<file path="src/jpd_cfg.svh">
/*
  Constants for the programming data path behind the test port: instruction
  codes, chain widths, the unlock signature, command opcodes and reset time-outs.
  Assumes a 20 MHz core clock; included by bare name, definitions only.
*/
`ifndef JPD_CFG_SVH
`define JPD_CFG_SVH

// ************************************************************
// Instruction register
// ************************************************************
`define JPD_IR_W          4
`define JPD_IR_UNLOCK     4'h4
`define JPD_IR_COMMAND    4'h5
`define JPD_IR_FILL       4'h6
`define JPD_IR_DUMP       4'h7
`define JPD_IR_HOLD_RST   4'hC
`define JPD_IR_BYPASS     4'hF
`define JPD_IR_CAPTURE    4'h1

// ************************************************************
// Data chains
// ************************************************************
`define JPD_CMD_W         15
`define JPD_BYTE_W        8
`define JPD_KEY_W         16
`define JPD_KEY_SIG       16'hA370
`define JPD_KEY_RST       16'h0000
`define JPD_ADDR_W        16
`define JPD_OP_HI         14
`define JPD_OP_LO         8
`define JPD_OP_LD_ADDR_H  7'h07
`define JPD_OP_LD_ADDR_L  7'h03
`define JPD_ENTRY_W       25

// ************************************************************
// Reset time-out after the hold chain releases
// ************************************************************
`define JPD_CLK_MHZ       20
`define JPD_TMO_W         12
`define JPD_TMO0_NS       1000
`define JPD_TMO1_NS       16000
`define JPD_TMO2_NS       65000
`define JPD_TMO3_NS       200000
`define JPD_NS_TO_CYC(ns) (((ns) * `JPD_CLK_MHZ + 999) / 1000)
`define JPD_TMO0_CYC      `JPD_NS_TO_CYC(`JPD_TMO0_NS)
`define JPD_TMO1_CYC      `JPD_NS_TO_CYC(`JPD_TMO1_NS)
`define JPD_TMO2_CYC      `JPD_NS_TO_CYC(`JPD_TMO2_NS)
`define JPD_TMO3_CYC      `JPD_NS_TO_CYC(`JPD_TMO3_NS)

`endif

</file>
<file path="src/jpd_pkg.sv">
/*
  Types shared by the programming data path: the test access port states.
  Assumes the constants header is included by any user of the numbers.
*/
package jpd_pkg;

  typedef enum logic [3:0] {
    TAP_RESET, TAP_IDLE, TAP_SEL_DR, TAP_CAP_DR, TAP_SH_DR, TAP_EX1_DR,
    TAP_PA_DR, TAP_EX2_DR, TAP_UPD_DR, TAP_SEL_IR, TAP_CAP_IR, TAP_SH_IR,
    TAP_EX1_IR, TAP_PA_IR, TAP_EX2_IR, TAP_UPD_IR
  } jpd_tap_state_t;

endpackage : jpd_pkg

</file>
<file path="src/jpd_pair_buf.sv">
/*
  Two-entry buffer with valid and ready on both sides; outputs are registers.
  Assumes one clock, synchronous active-low reset and a freezing clock enable.
*/
`timescale 1ns/1ps
`default_nettype none

module jpd_pair_buf #(
  parameter int W = 25
) (
  input  wire logic         core_clk,
  input  wire logic         nrst,
  input  wire logic         clk_en,
  input  wire logic         in_valid,
  input  wire logic [W-1:0] in_data,
  output logic              in_ready,
  output logic              out_valid,
  output logic [W-1:0]      out_data,
  input  wire logic         out_ready
);

  logic         tail_valid;
  logic [W-1:0] tail_data;
  wire          push = in_valid & in_ready;
  wire          pop  = out_valid & out_ready;
  wire          head_free = ~out_valid | pop;

  // Ready only depends on the tail flop, so no path runs from out_ready to in_ready
  assign in_ready = ~tail_valid;

  always_ff @(posedge core_clk) begin
    if (!nrst) begin
      out_valid  <= 1'b0;
      tail_valid <= 1'b0;
    end else if (clk_en) begin
      if (head_free) begin
        out_valid  <= tail_valid | push;
        tail_valid <= 1'b0;
      end else if (push) begin
        tail_valid <= 1'b1;
      end
    end
  end

  always_ff @(posedge core_clk) begin
    if (clk_en) begin
      if (head_free) begin
        out_data <= tail_valid ? tail_data : in_data;
      end
      if (push && !head_free) begin
        tail_data <= in_data;
      end
    end
  end

endmodule : jpd_pair_buf

`default_nettype wire

</file>
<file path="src/jpd_prog_port.sv">
/*
  Programming data registers behind the test access port: hold-reset chain,
  unlock key, command chain and page byte chain with page fill and page dump.
  Assumes the test clock and pins arrive asynchronously and are oversampled by
  core_clk (test clock well below a quarter of core_clk); the flash read port
  answers combinationally within one core cycle.
*/
// Contract
// - Command instruction selects fifteen-bit command chain
// - Capture loads previous command result into chain
// - Shift moves chain one bit per test clock
// - Update presents shifted command to flash inputs
// - Idle after command update gives one execute pulse
// - Page fill selects low eight command bits
// - Fill update buffers byte, written within eleven clocks
// - Fill updates alternate low then high byte
// - Fill address pre-increments before each low byte except the first write
// - Page dump selects the same low eight bits
// - Dump capture returns low then high byte
// - Dump address post-increments after each high byte
// - Hold chain one keeps the core in reset
// - Release stretches reset by fuse-chosen time-out
// - Hold chain drives reset unlatched, even mid-shift
// - Programming allowed only on exact signature match
// - Unlock key clears on power-on reset
// - All chains shift least significant bit first
// - Unlock takes effect at data register update while unlock instruction is loaded
// - Instruction register is four bits wide
`timescale 1ns/1ps
`default_nettype none
`include "jpd_cfg.svh"

module jpd_prog_port
  import jpd_pkg::*;
(
  input  wire logic                     core_clk,
  input  wire logic                     nrst,
  input  wire logic                     clk_en,
  input  wire logic                     tck_pin,
  input  wire logic                     tms_pin,
  input  wire logic                     tdi_pin,
  output logic                          tdo_pin,
  output logic                          tdo_oe,
  input  wire logic [1:0]               clock_option_sel,
  output logic                          mcu_reset_hold,
  output logic                          prog_enabled,
  input  wire logic [`JPD_CMD_W-1:0]    prog_result,
  output logic [`JPD_CMD_W-1:0]         flash_cmd,
  output logic                          flash_cmd_strobe,
  output logic                          flash_exec,
  output logic [`JPD_ADDR_W-1:0]        flash_rd_addr,
  input  wire logic [`JPD_ADDR_W-1:0]   flash_rd_data,
  output logic                          page_wr_valid,
  input  wire logic                     page_wr_ready,
  output logic                          page_wr_high,
  output logic [`JPD_ADDR_W-1:0]        page_wr_addr,
  output logic [`JPD_BYTE_W-1:0]        page_wr_byte
);

  // ************************************************************
  // Pin synchronisers and test clock edges
  // ************************************************************
  logic [2:0] tck_sync;
  logic [1:0] tms_sync;
  logic [1:0] tdi_sync;

  always_ff @(posedge core_clk) begin
    if (!nrst) begin
      tck_sync <= 3'h0;
      tms_sync <= 2'h0;
      tdi_sync <= 2'h0;
    end else if (clk_en) begin
      tck_sync <= {tck_sync[1:0], tck_pin};
      tms_sync <= {tms_sync[0], tms_pin};
      tdi_sync <= {tdi_sync[0], tdi_pin};
    end
  end

  // Edges look only at stages two and three, never at the first flop
  wire tck_rise = tck_sync[1] & ~tck_sync[2];
  wire tck_fall = ~tck_sync[1] & tck_sync[2];
  wire tms_s    = tms_sync[1];
  wire tdi_s    = tdi_sync[1];

  // ************************************************************
  // Test access port controller
  // ************************************************************
  jpd_tap_state_t tap;
  jpd_tap_state_t next_tap;

  always_comb begin
    unique case (tap)
      TAP_RESET:  next_tap = tms_s ? TAP_RESET  : TAP_IDLE;
      TAP_IDLE:   next_tap = tms_s ? TAP_SEL_DR : TAP_IDLE;
      TAP_SEL_DR: next_tap = tms_s ? TAP_SEL_IR : TAP_CAP_DR;
      TAP_CAP_DR: next_tap = tms_s ? TAP_EX1_DR : TAP_SH_DR;
      TAP_SH_DR:  next_tap = tms_s ? TAP_EX1_DR : TAP_SH_DR;
      TAP_EX1_DR: next_tap = tms_s ? TAP_UPD_DR : TAP_PA_DR;
      TAP_PA_DR:  next_tap = tms_s ? TAP_EX2_DR : TAP_PA_DR;
      TAP_EX2_DR: next_tap = tms_s ? TAP_UPD_DR : TAP_SH_DR;
      TAP_UPD_DR: next_tap = tms_s ? TAP_SEL_DR : TAP_IDLE;
      TAP_SEL_IR: next_tap = tms_s ? TAP_RESET  : TAP_CAP_IR;
      TAP_CAP_IR: next_tap = tms_s ? TAP_EX1_IR : TAP_SH_IR;
      TAP_SH_IR:  next_tap = tms_s ? TAP_EX1_IR : TAP_SH_IR;
      TAP_EX1_IR: next_tap = tms_s ? TAP_UPD_IR : TAP_PA_IR;
      TAP_PA_IR:  next_tap = tms_s ? TAP_EX2_IR : TAP_PA_IR;
      TAP_EX2_IR: next_tap = tms_s ? TAP_UPD_IR : TAP_SH_IR;
      TAP_UPD_IR: next_tap = tms_s ? TAP_SEL_DR : TAP_IDLE;
    endcase
  end

  always_ff @(posedge core_clk) begin
    if (!nrst) begin
      tap <= TAP_RESET;
    end else if (clk_en && tck_rise) begin
      tap <= next_tap;
    end
  end

  // Actions happen on each rising test clock edge taken while in the named state
  wire act_cap_dr = tck_rise & (tap == TAP_CAP_DR);
  wire act_sh_dr  = tck_rise & (tap == TAP_SH_DR);
  wire act_upd_dr = tck_rise & (tap == TAP_UPD_DR);
  wire act_cap_ir = tck_rise & (tap == TAP_CAP_IR);
  wire act_sh_ir  = tck_rise & (tap == TAP_SH_IR);
  wire act_upd_ir = tck_rise & (tap == TAP_UPD_IR);
  wire act_idle   = tck_rise & (tap == TAP_IDLE);

  // ************************************************************
  // Instruction register
  // ************************************************************
  logic [`JPD_IR_W-1:0] ir;
  logic [`JPD_IR_W-1:0] ir_shift;

  always_ff @(posedge core_clk) begin
    if (!nrst) begin
      ir       <= `JPD_IR_BYPASS;
      ir_shift <= `JPD_IR_CAPTURE;
    end else if (clk_en) begin
      if (tck_rise && tap == TAP_RESET) begin
        ir <= `JPD_IR_BYPASS;
      end else if (act_upd_ir) begin
        ir <= ir_shift;
      end
      if (act_cap_ir) begin
        ir_shift <= `JPD_IR_CAPTURE;
      end else if (act_sh_ir) begin
        ir_shift <= {tdi_s, ir_shift[`JPD_IR_W-1:1]};
      end
    end
  end

  wire sel_unlock  = (ir == `JPD_IR_UNLOCK);
  wire sel_command = (ir == `JPD_IR_COMMAND);
  wire sel_fill    = (ir == `JPD_IR_FILL);
  wire sel_dump    = (ir == `JPD_IR_DUMP);
  wire sel_hold    = (ir == `JPD_IR_HOLD_RST);
  wire sel_byte    = sel_fill | sel_dump;
  wire sel_bypass  = ~(sel_unlock | sel_command | sel_byte | sel_hold);

  // ************************************************************
  // Data chains
  // ************************************************************
  logic [`JPD_CMD_W-1:0]  cmd_chain;
  logic [`JPD_KEY_W-1:0]  key_chain;
  logic                   hold_bit;
  logic                   bypass_bit;
  logic                   fill_high;
  logic                   fill_first;
  logic                   dump_high;
  logic [`JPD_ADDR_W-1:0] word_addr;

  // Page byte is the low end of the command chain, one flop set for both
  wire [`JPD_BYTE_W-1:0] dump_byte = dump_high ? flash_rd_data[15:8] : flash_rd_data[7:0];
  wire [`JPD_BYTE_W-1:0] byte_shifted = {tdi_s, cmd_chain[`JPD_BYTE_W-1:1]};
  wire [`JPD_CMD_W-1:0]  cmd_shifted  = {tdi_s, cmd_chain[`JPD_CMD_W-1:1]};

  always_ff @(posedge core_clk) begin
    if (!nrst) begin
      cmd_chain <= {`JPD_CMD_W{1'b0}};
    end else if (clk_en) begin
      if (act_cap_dr && sel_command) begin
        cmd_chain <= prog_result;
      end else if (act_cap_dr && sel_dump && prog_enabled) begin
        cmd_chain[`JPD_BYTE_W-1:0] <= dump_byte;
      end else if (act_sh_dr && sel_command) begin
        cmd_chain <= cmd_shifted;
      end else if (act_sh_dr && sel_byte) begin
        cmd_chain[`JPD_BYTE_W-1:0] <= byte_shifted;
      end
    end
  end

  // Key clears only on power-on reset; a test logic reset leaves it alone
  always_ff @(posedge core_clk) begin
    if (!nrst) begin
      key_chain    <= `JPD_KEY_RST;
      prog_enabled <= 1'b0;
    end else if (clk_en) begin
      if (act_sh_dr && sel_unlock) begin
        key_chain <= {tdi_s, key_chain[`JPD_KEY_W-1:1]};
      end
      if (act_upd_dr && sel_unlock) begin
        prog_enabled <= (key_chain == `JPD_KEY_SIG);
      end
    end
  end

  // Hold bit is the chain itself with no update stage
  always_ff @(posedge core_clk) begin
    if (!nrst) begin
      hold_bit   <= 1'b0;
      bypass_bit <= 1'b0;
    end else if (clk_en) begin
      if (act_sh_dr && sel_hold) begin
        hold_bit <= tdi_s;
      end
      if (act_cap_dr && sel_bypass) begin
        bypass_bit <= 1'b0;
      end else if (act_sh_dr && sel_bypass) begin
        bypass_bit <= tdi_s;
      end
    end
  end

  // ************************************************************
  // Test data out, changed on the falling test clock edge
  // ************************************************************
  wire dr_lsb = sel_unlock  ? key_chain[0] :
                sel_hold    ? hold_bit     :
                sel_bypass  ? bypass_bit   : cmd_chain[0];
  wire in_shift_dr = (tap == TAP_SH_DR);
  wire in_shift_ir = (tap == TAP_SH_IR);

  always_ff @(posedge core_clk) begin
    if (!nrst) begin
      tdo_pin <= 1'b0;
      tdo_oe  <= 1'b0;
    end else if (clk_en && tck_fall) begin
      tdo_pin <= in_shift_ir ? ir_shift[0] : dr_lsb;
      tdo_oe  <= in_shift_dr | in_shift_ir;
    end
  end

  // ************************************************************
  // Command path to the flash controller
  // ************************************************************
  logic exec_armed;
  wire  cmd_update = act_upd_dr & sel_command & prog_enabled;
  wire [6:0] cmd_op = cmd_chain[`JPD_OP_HI:`JPD_OP_LO];

  always_ff @(posedge core_clk) begin
    if (!nrst) begin
      flash_cmd        <= {`JPD_CMD_W{1'b0}};
      flash_cmd_strobe <= 1'b0;
      flash_exec       <= 1'b0;
      exec_armed       <= 1'b0;
    end else if (clk_en) begin
      flash_cmd_strobe <= cmd_update;
      flash_exec       <= act_idle & exec_armed;
      if (cmd_update) begin
        flash_cmd  <= cmd_chain;
        exec_armed <= 1'b1;
      end else if (act_idle) begin
        exec_armed <= 1'b0;
      end
    end
  end

  // ************************************************************
  // Word address counter shared by fill and dump
  // ************************************************************
  wire fill_update = act_upd_dr & sel_fill & prog_enabled;
  wire dump_cap    = act_cap_dr & sel_dump & prog_enabled;
  wire fill_step   = fill_update & ~fill_high & ~fill_first;
  wire dump_step   = dump_cap & dump_high;
  wire ld_addr_h   = cmd_update & (cmd_op == `JPD_OP_LD_ADDR_H);
  wire ld_addr_l   = cmd_update & (cmd_op == `JPD_OP_LD_ADDR_L);
  wire [`JPD_ADDR_W-1:0] addr_inc  = word_addr + 16'h0001;
  wire [`JPD_ADDR_W-1:0] fill_addr = fill_step ? addr_inc : word_addr;

  always_ff @(posedge core_clk) begin
    if (!nrst) begin
      word_addr <= 16'h0000;
    end else if (clk_en) begin
      if (ld_addr_h) begin
        word_addr[15:8] <= cmd_chain[7:0];
      end else if (ld_addr_l) begin
        word_addr[7:0] <= cmd_chain[7:0];
      end else if (fill_step || dump_step) begin
        word_addr <= addr_inc;
      end
    end
  end

  assign flash_rd_addr = word_addr;

  // Byte alternation restarts whenever a new instruction is loaded
  always_ff @(posedge core_clk) begin
    if (!nrst) begin
      fill_high  <= 1'b0;
      fill_first <= 1'b1;
      dump_high  <= 1'b0;
    end else if (clk_en) begin
      if (act_upd_ir) begin
        fill_high  <= 1'b0;
        fill_first <= 1'b1;
        dump_high  <= 1'b0;
      end else begin
        if (fill_update) begin
          fill_high  <= ~fill_high;
          fill_first <= 1'b0;
        end
        if (dump_cap) begin
          dump_high <= ~dump_high;
        end
      end
    end
  end

  // ************************************************************
  // Page fill holding register and buffer
  // ************************************************************
  logic                    pend_valid;
  logic [`JPD_ENTRY_W-1:0] pend_entry;
  logic                    buf_in_ready;
  logic [`JPD_ENTRY_W-1:0] buf_out;

  // Holding flop waits for buffer room; a full buffer stalls it, not the byte
  always_ff @(posedge core_clk) begin
    if (!nrst) begin
      pend_valid <= 1'b0;
      pend_entry <= {`JPD_ENTRY_W{1'b0}};
    end else if (clk_en) begin
      if (fill_update) begin
        pend_valid <= 1'b1;
        pend_entry <= {fill_high, fill_addr, cmd_chain[`JPD_BYTE_W-1:0]};
      end else if (buf_in_ready) begin
        pend_valid <= 1'b0;
      end
    end
  end

  jpd_pair_buf #(
    .W (`JPD_ENTRY_W)
  ) u_fill_buf (
    .core_clk  (core_clk),
    .nrst      (nrst),
    .clk_en    (clk_en),
    .in_valid  (pend_valid),
    .in_data   (pend_entry),
    .in_ready  (buf_in_ready),
    .out_valid (page_wr_valid),
    .out_data  (buf_out),
    .out_ready (page_wr_ready)
  );

  assign page_wr_high = buf_out[`JPD_ENTRY_W-1];
  assign page_wr_addr = buf_out[`JPD_ENTRY_W-2:`JPD_BYTE_W];
  assign page_wr_byte = buf_out[`JPD_BYTE_W-1:0];

  // ************************************************************
  // Core reset hold and time-out
  // ************************************************************
  logic [`JPD_TMO_W-1:0] tmo_cnt;
  logic [`JPD_TMO_W-1:0] tmo_load;

  always_comb begin
    unique case (clock_option_sel)
      2'h0: tmo_load = `JPD_TMO_W'(`JPD_TMO0_CYC);
      2'h1: tmo_load = `JPD_TMO_W'(`JPD_TMO1_CYC);
      2'h2: tmo_load = `JPD_TMO_W'(`JPD_TMO2_CYC);
      2'h3: tmo_load = `JPD_TMO_W'(`JPD_TMO3_CYC);
    endcase
  end

  always_ff @(posedge core_clk) begin
    if (!nrst) begin
      tmo_cnt <= {`JPD_TMO_W{1'b0}};
    end else if (clk_en) begin
      if (hold_bit) begin
        tmo_cnt <= tmo_load;
      end else if (tmo_cnt != {`JPD_TMO_W{1'b0}}) begin
        tmo_cnt <= tmo_cnt - `JPD_TMO_W'(1);
      end
    end
  end

  // Reset follows the hold bit directly, plus the running time-out
  always_ff @(posedge core_clk) begin
    if (!nrst) begin
      mcu_reset_hold <= 1'b0;
    end else if (clk_en) begin
      mcu_reset_hold <= hold_bit | (tmo_cnt != {`JPD_TMO_W{1'b0}});
    end
  end

endmodule : jpd_prog_port

`default_nettype wire

</file>
<file path="config.mk">
export PLATFORM = sky130hd
export DESIGN_NAME = jpd_prog_port
export DESIGN_NICKNAME = d
export VERILOG_FILES = /design/src/jpd_pkg.sv /design/src/jpd_pair_buf.sv /design/src/jpd_prog_port.sv
export VERILOG_INCLUDE_DIRS = /design/src
export SDC_FILE = /design/constraint.sdc
export NUM_CORES = 1
export LEC_CHECK = 0
export ABC_AREA = 0
export BUFFER_PORTS_ARGS = -buffer_cell sky130_fd_sc_hd__buf_2
export CAP_MARGIN = 10
export CELL_PAD_IN_SITES_DETAIL_PLACEMENT = 1
export CELL_PAD_IN_SITES_GLOBAL_PLACEMENT = 1
export CORE_UTILIZATION = 49
export DETAILED_ROUTE_END_ITERATION = 8
export GPL_TIMING_DRIVEN = 0
export PLACE_DENSITY = 0.85
export SYNTH_ARGS = -nofsm -noshare
export SYNTH_HDL_FRONTEND = slang
export SYNTH_HIERARCHICAL = 1
export SYNTH_SLANG_ARGS = --single-unit
</file>
<file path="constraint.sdc">
create_clock -name core_clk -period 7.9 [get_ports core_clk]
set_clock_uncertainty 0.05 [all_clocks]
set_input_delay 0.395 -clock core_clk [delete_from_list [all_inputs] [get_ports core_clk]]
set_output_delay 0.395 -clock core_clk [all_outputs]
set_load 0.01 [all_outputs]
</file>
==> impl_metrics.yaml <==
clock_tree:
  cts-resized-gates: 0
  ctsHoldBuffers: 0
  clock-sinks: 183
  h-tree-depth: 4
  cts_tree: "built"
  clockBufferDepth: 2
  cts_setup_buffers: 0
  numCtsBuffers: 17
  root_buffer: "clkbuf_16"
  path_clk_slew_ns: 0.08
  clock_latency_ns: 0.45
synth:
  synth_enable_flop_cells: 50
  yosysWarnings: 6
  syn_inst: 926
  synthMuxAreaShare_pct: 9.229
  synth_simple_gate_area_share_pct: 19.59
  synthAdderAreaFrac_pct: 0.4208
  synth_top_family_by_area: "simple AND/OR/NAND/NOR gates"
  seq_area_frac_synth_pct: 46.68
  syn-num-nets: 969
  synthXorXnorAreaFrac_pct: 0.7854
  syn_avg_cell_area_um2: 9.634
  synth_cell_types: 90
  async_flop_share_pct: 0
  synth-compound-area-share_pct: 18.57
  synth_ff_type: "dfxtp_1"
  synth_area_mm2: 0.008921
  ys_ff_latch: 183
critical_path:
  worstPathRequired_ns: 8.23
  crit_path_end_kind: "flop"
  cp.arrival_ns: 3.19
  reg2reg_depth: 6
  regToRegStartpoint: "tap[0]"
  cp_max_fo: 10
  reg2reg_slack_ns: 5.03
  timing.rr.end: "pend_entry[9]"
  critPathKind: "reg2reg"
  startpoint_type: "flop"
finish:
  mostFrequentLayoutCell: "dfxtp_1"
  nets: 1091
  n_fill_cell: 2021
  layout_common_cells: "dfxtp_1 (133), nand2_1 (124), buf_2 (118), nor2_1 (78), a21oi_1 (74)"
  area_delta_synth_final_pct: 15.90
  drive_gt1_share_pct: 23.28
  post-route-util_pct: 58.96
  instances_no_fill: 1286
  diodes: 0
grt:
  antenna_found_initial: 0
  grt_first_pass_wirelength_mm: 43.33
  grt_pass1_vias: 7886
  grt-ovfl-total: 0
  grt_max_degree: 26
  grt_usage_pct: 30.35
floorplanning:
  start_util_pct: 50.87
  coreArea_mm2: 0.01754
  die_area_mm2: 0.01875
  ioPinCount: 103
  chipWidth_um: 136.9
  die_h_um: 136.9
  rows: 48
pwr:
  power_density_mw_per_mm2: 204.8
  cellLeakagePower_nw: 3.847
  ir_drop_mv: 0.1682
job:
  drv_cap: 0
placed_design:
  port_buffers: 102
  dp.cells: 1254
  dp_hpwl_mm: 19.13
  gp_congestion: 0.8851
  place_ws_ns: 4.782
detailed_routing:
  vias: 7908
  wl_per_cell_um: 21.32
  drcViolationCount: 0
  drtAntennaViolNets: 0
  vias_per_cell: 6.149
  dr.pass1.iters: 5
  routed_wl_mm: 27.42
  drt_first_iter_violations: 497
sta:
  clock.fmax_mhz: 348.9
  period_needed_ns: 2.866
  maxSlewViolCount: 0
  hold_viol_final: 0
  slew_headroom_pct: 15.67
  timing.setup.tns_ns: 0
  setup_viol: 0
  timing.final.ws_setup_ns: 5.034
  rsz0062_at_grt: "false"
  worst_slew_pin_slew_ns: 1.253
  finalCritPeriodShare_pct: 36.28
min_path:
  min_to: "tdi_sync[0]"
  hold_depth: 3
  hp-class: "in2reg"
  hold_start: "tdi_pin"
status:
  outcome: "finished, final reports clean"
==> worst max-delay path: stages (launching register included) <==
cell and delay [ns]:
dfxtp_1 0.30, buf_2 0.18, nor3b_4 0.48, nand2_2 0.14, nor4_1 1.03, o221ai_1 0.38, a21oi_1 0.23
==> layer usage <==
layer  part of all wire, %  up-vias  wire [um]  GRT usage (%)
met2                    49      247      13560          51.82
li1                      -     3662          -              -
met3                   5.1       49       1405          5.481
met4                   2.6        0        710          11.05
met1                    43     3950      11740          38.07
met5                     0        -          0              0
==> Yosys cell counts (all sizes together), types with 8 or more instances <==
| master | number | area share [%] |
|---|---|---|
| a211oi | 10 | 0.84 |
| a21oi | 74 | 4.2 |
| buf | 30 | 2.4 |
| nand3 | 25 | 1.4 |
| nor2b | 8 | 0.56 |
| nand4 | 14 | 1.4 |
| mux2 | 31 | 4.6 |
| a31o | 8 | 0.79 |
| o311ai | 8 | 1.1 |
| a31oi | 21 | 1.5 |
| nor3 | 19 | 1.2 |
| edfxtp | 50 | 17 |
| o211ai | 19 | 1.7 |
| nand2 | 126 | 5.4 |
| and3 | 11 | 0.80 |
| o21ai | 35 | 2.0 |
| mux2i | 41 | 4.6 |
| clkbuf | 38 | 1.6 |
| nor2 | 79 | 3.4 |
| dfxtp | 133 | 30 |
| inv | 15 | 0.66 |
| o41ai | 8 | 1.0 |
| nand2b | 8 | 0.56 |
==> power by group <==
group          switching [mW]  total [mW]  internal (mW)  leakage [nW]
clock                   0.430       0.886          0.456         0.289
sequential             0.0269        1.01          0.987          1.62
combinational           0.132       0.218         0.0857          1.94
total                   0.589        2.12           1.53          3.85
==> logic make-up (layout without fill, tap and decap cells) <==
logic type	Yosys count	after routing
AO/OA/AOI/OAI	236	236
flip-flops	183	183
buffers and inverters	84	219
XOR/XNOR	8	8
AND/OR/NAND/NOR	340	340
multiplexers	72	72
adder cells (fa/ha/maj)	3	3
==> cell type report <==
class                      count  area, um^2  share of cell area, %
timing repair buffer         103       518.0                  5.010
multi-input combinational    659        4340                  41.98
tap                          225       281.5                  2.723
clock inverter                15       188.9                  1.827
sequential                   183        4164                  40.27
inverter                      16       62.56                 0.6050
clock buffer                  17       425.4                  4.114
buffer                        68       359.1                  3.473
==> worst max path at each step <==
stage / startpoint / endpoint / slack [ns]
floorplan: u_fill_buf/tail_valid / u_fill_buf/tail_data[0] / 5.06
global placement: page_wr_ready / u_fill_buf/tail_data[5] / 4.31
detailed placement: clk_en / pend_entry[9] / 4.78
CTS: tap[0] / pend_entry[9] / 5.12
global route: tap[0] / pend_entry[9] / 4.91
finish: tap[0] / pend_entry[9] / 5.03
==> registers in the layout, indices dropped and copies added, names as in the netlist, 3 cells and up <==
name	count
u_fill_buf/out_data	25
flash_cmd	15
ir	4
tck_sync	3
key_chain	16
ir_shift	4
cmd_chain	15
u_fill_buf/tail_data	25
flash_rd_addr	16
tmo_cnt	12
tap	4
pend_entry	25
==> per-stage QoR <==
step / power (mW) / instance area, um^2 / hold WS [ns]
after CTS: 2.123 / 10340 / 0.1375
after global routing: 2.190 / 10340 / 0.1568
final: 2.117 / 10340 / 0.1402
after floorplan: 1.180 / 8921 / 0.3681
after detailed placement: 1.247 / 9726 / 0.3980
after global placement: 1.240 / 9713 / 0.3885
No activity file was read; power rests on OpenSTA's default activity.
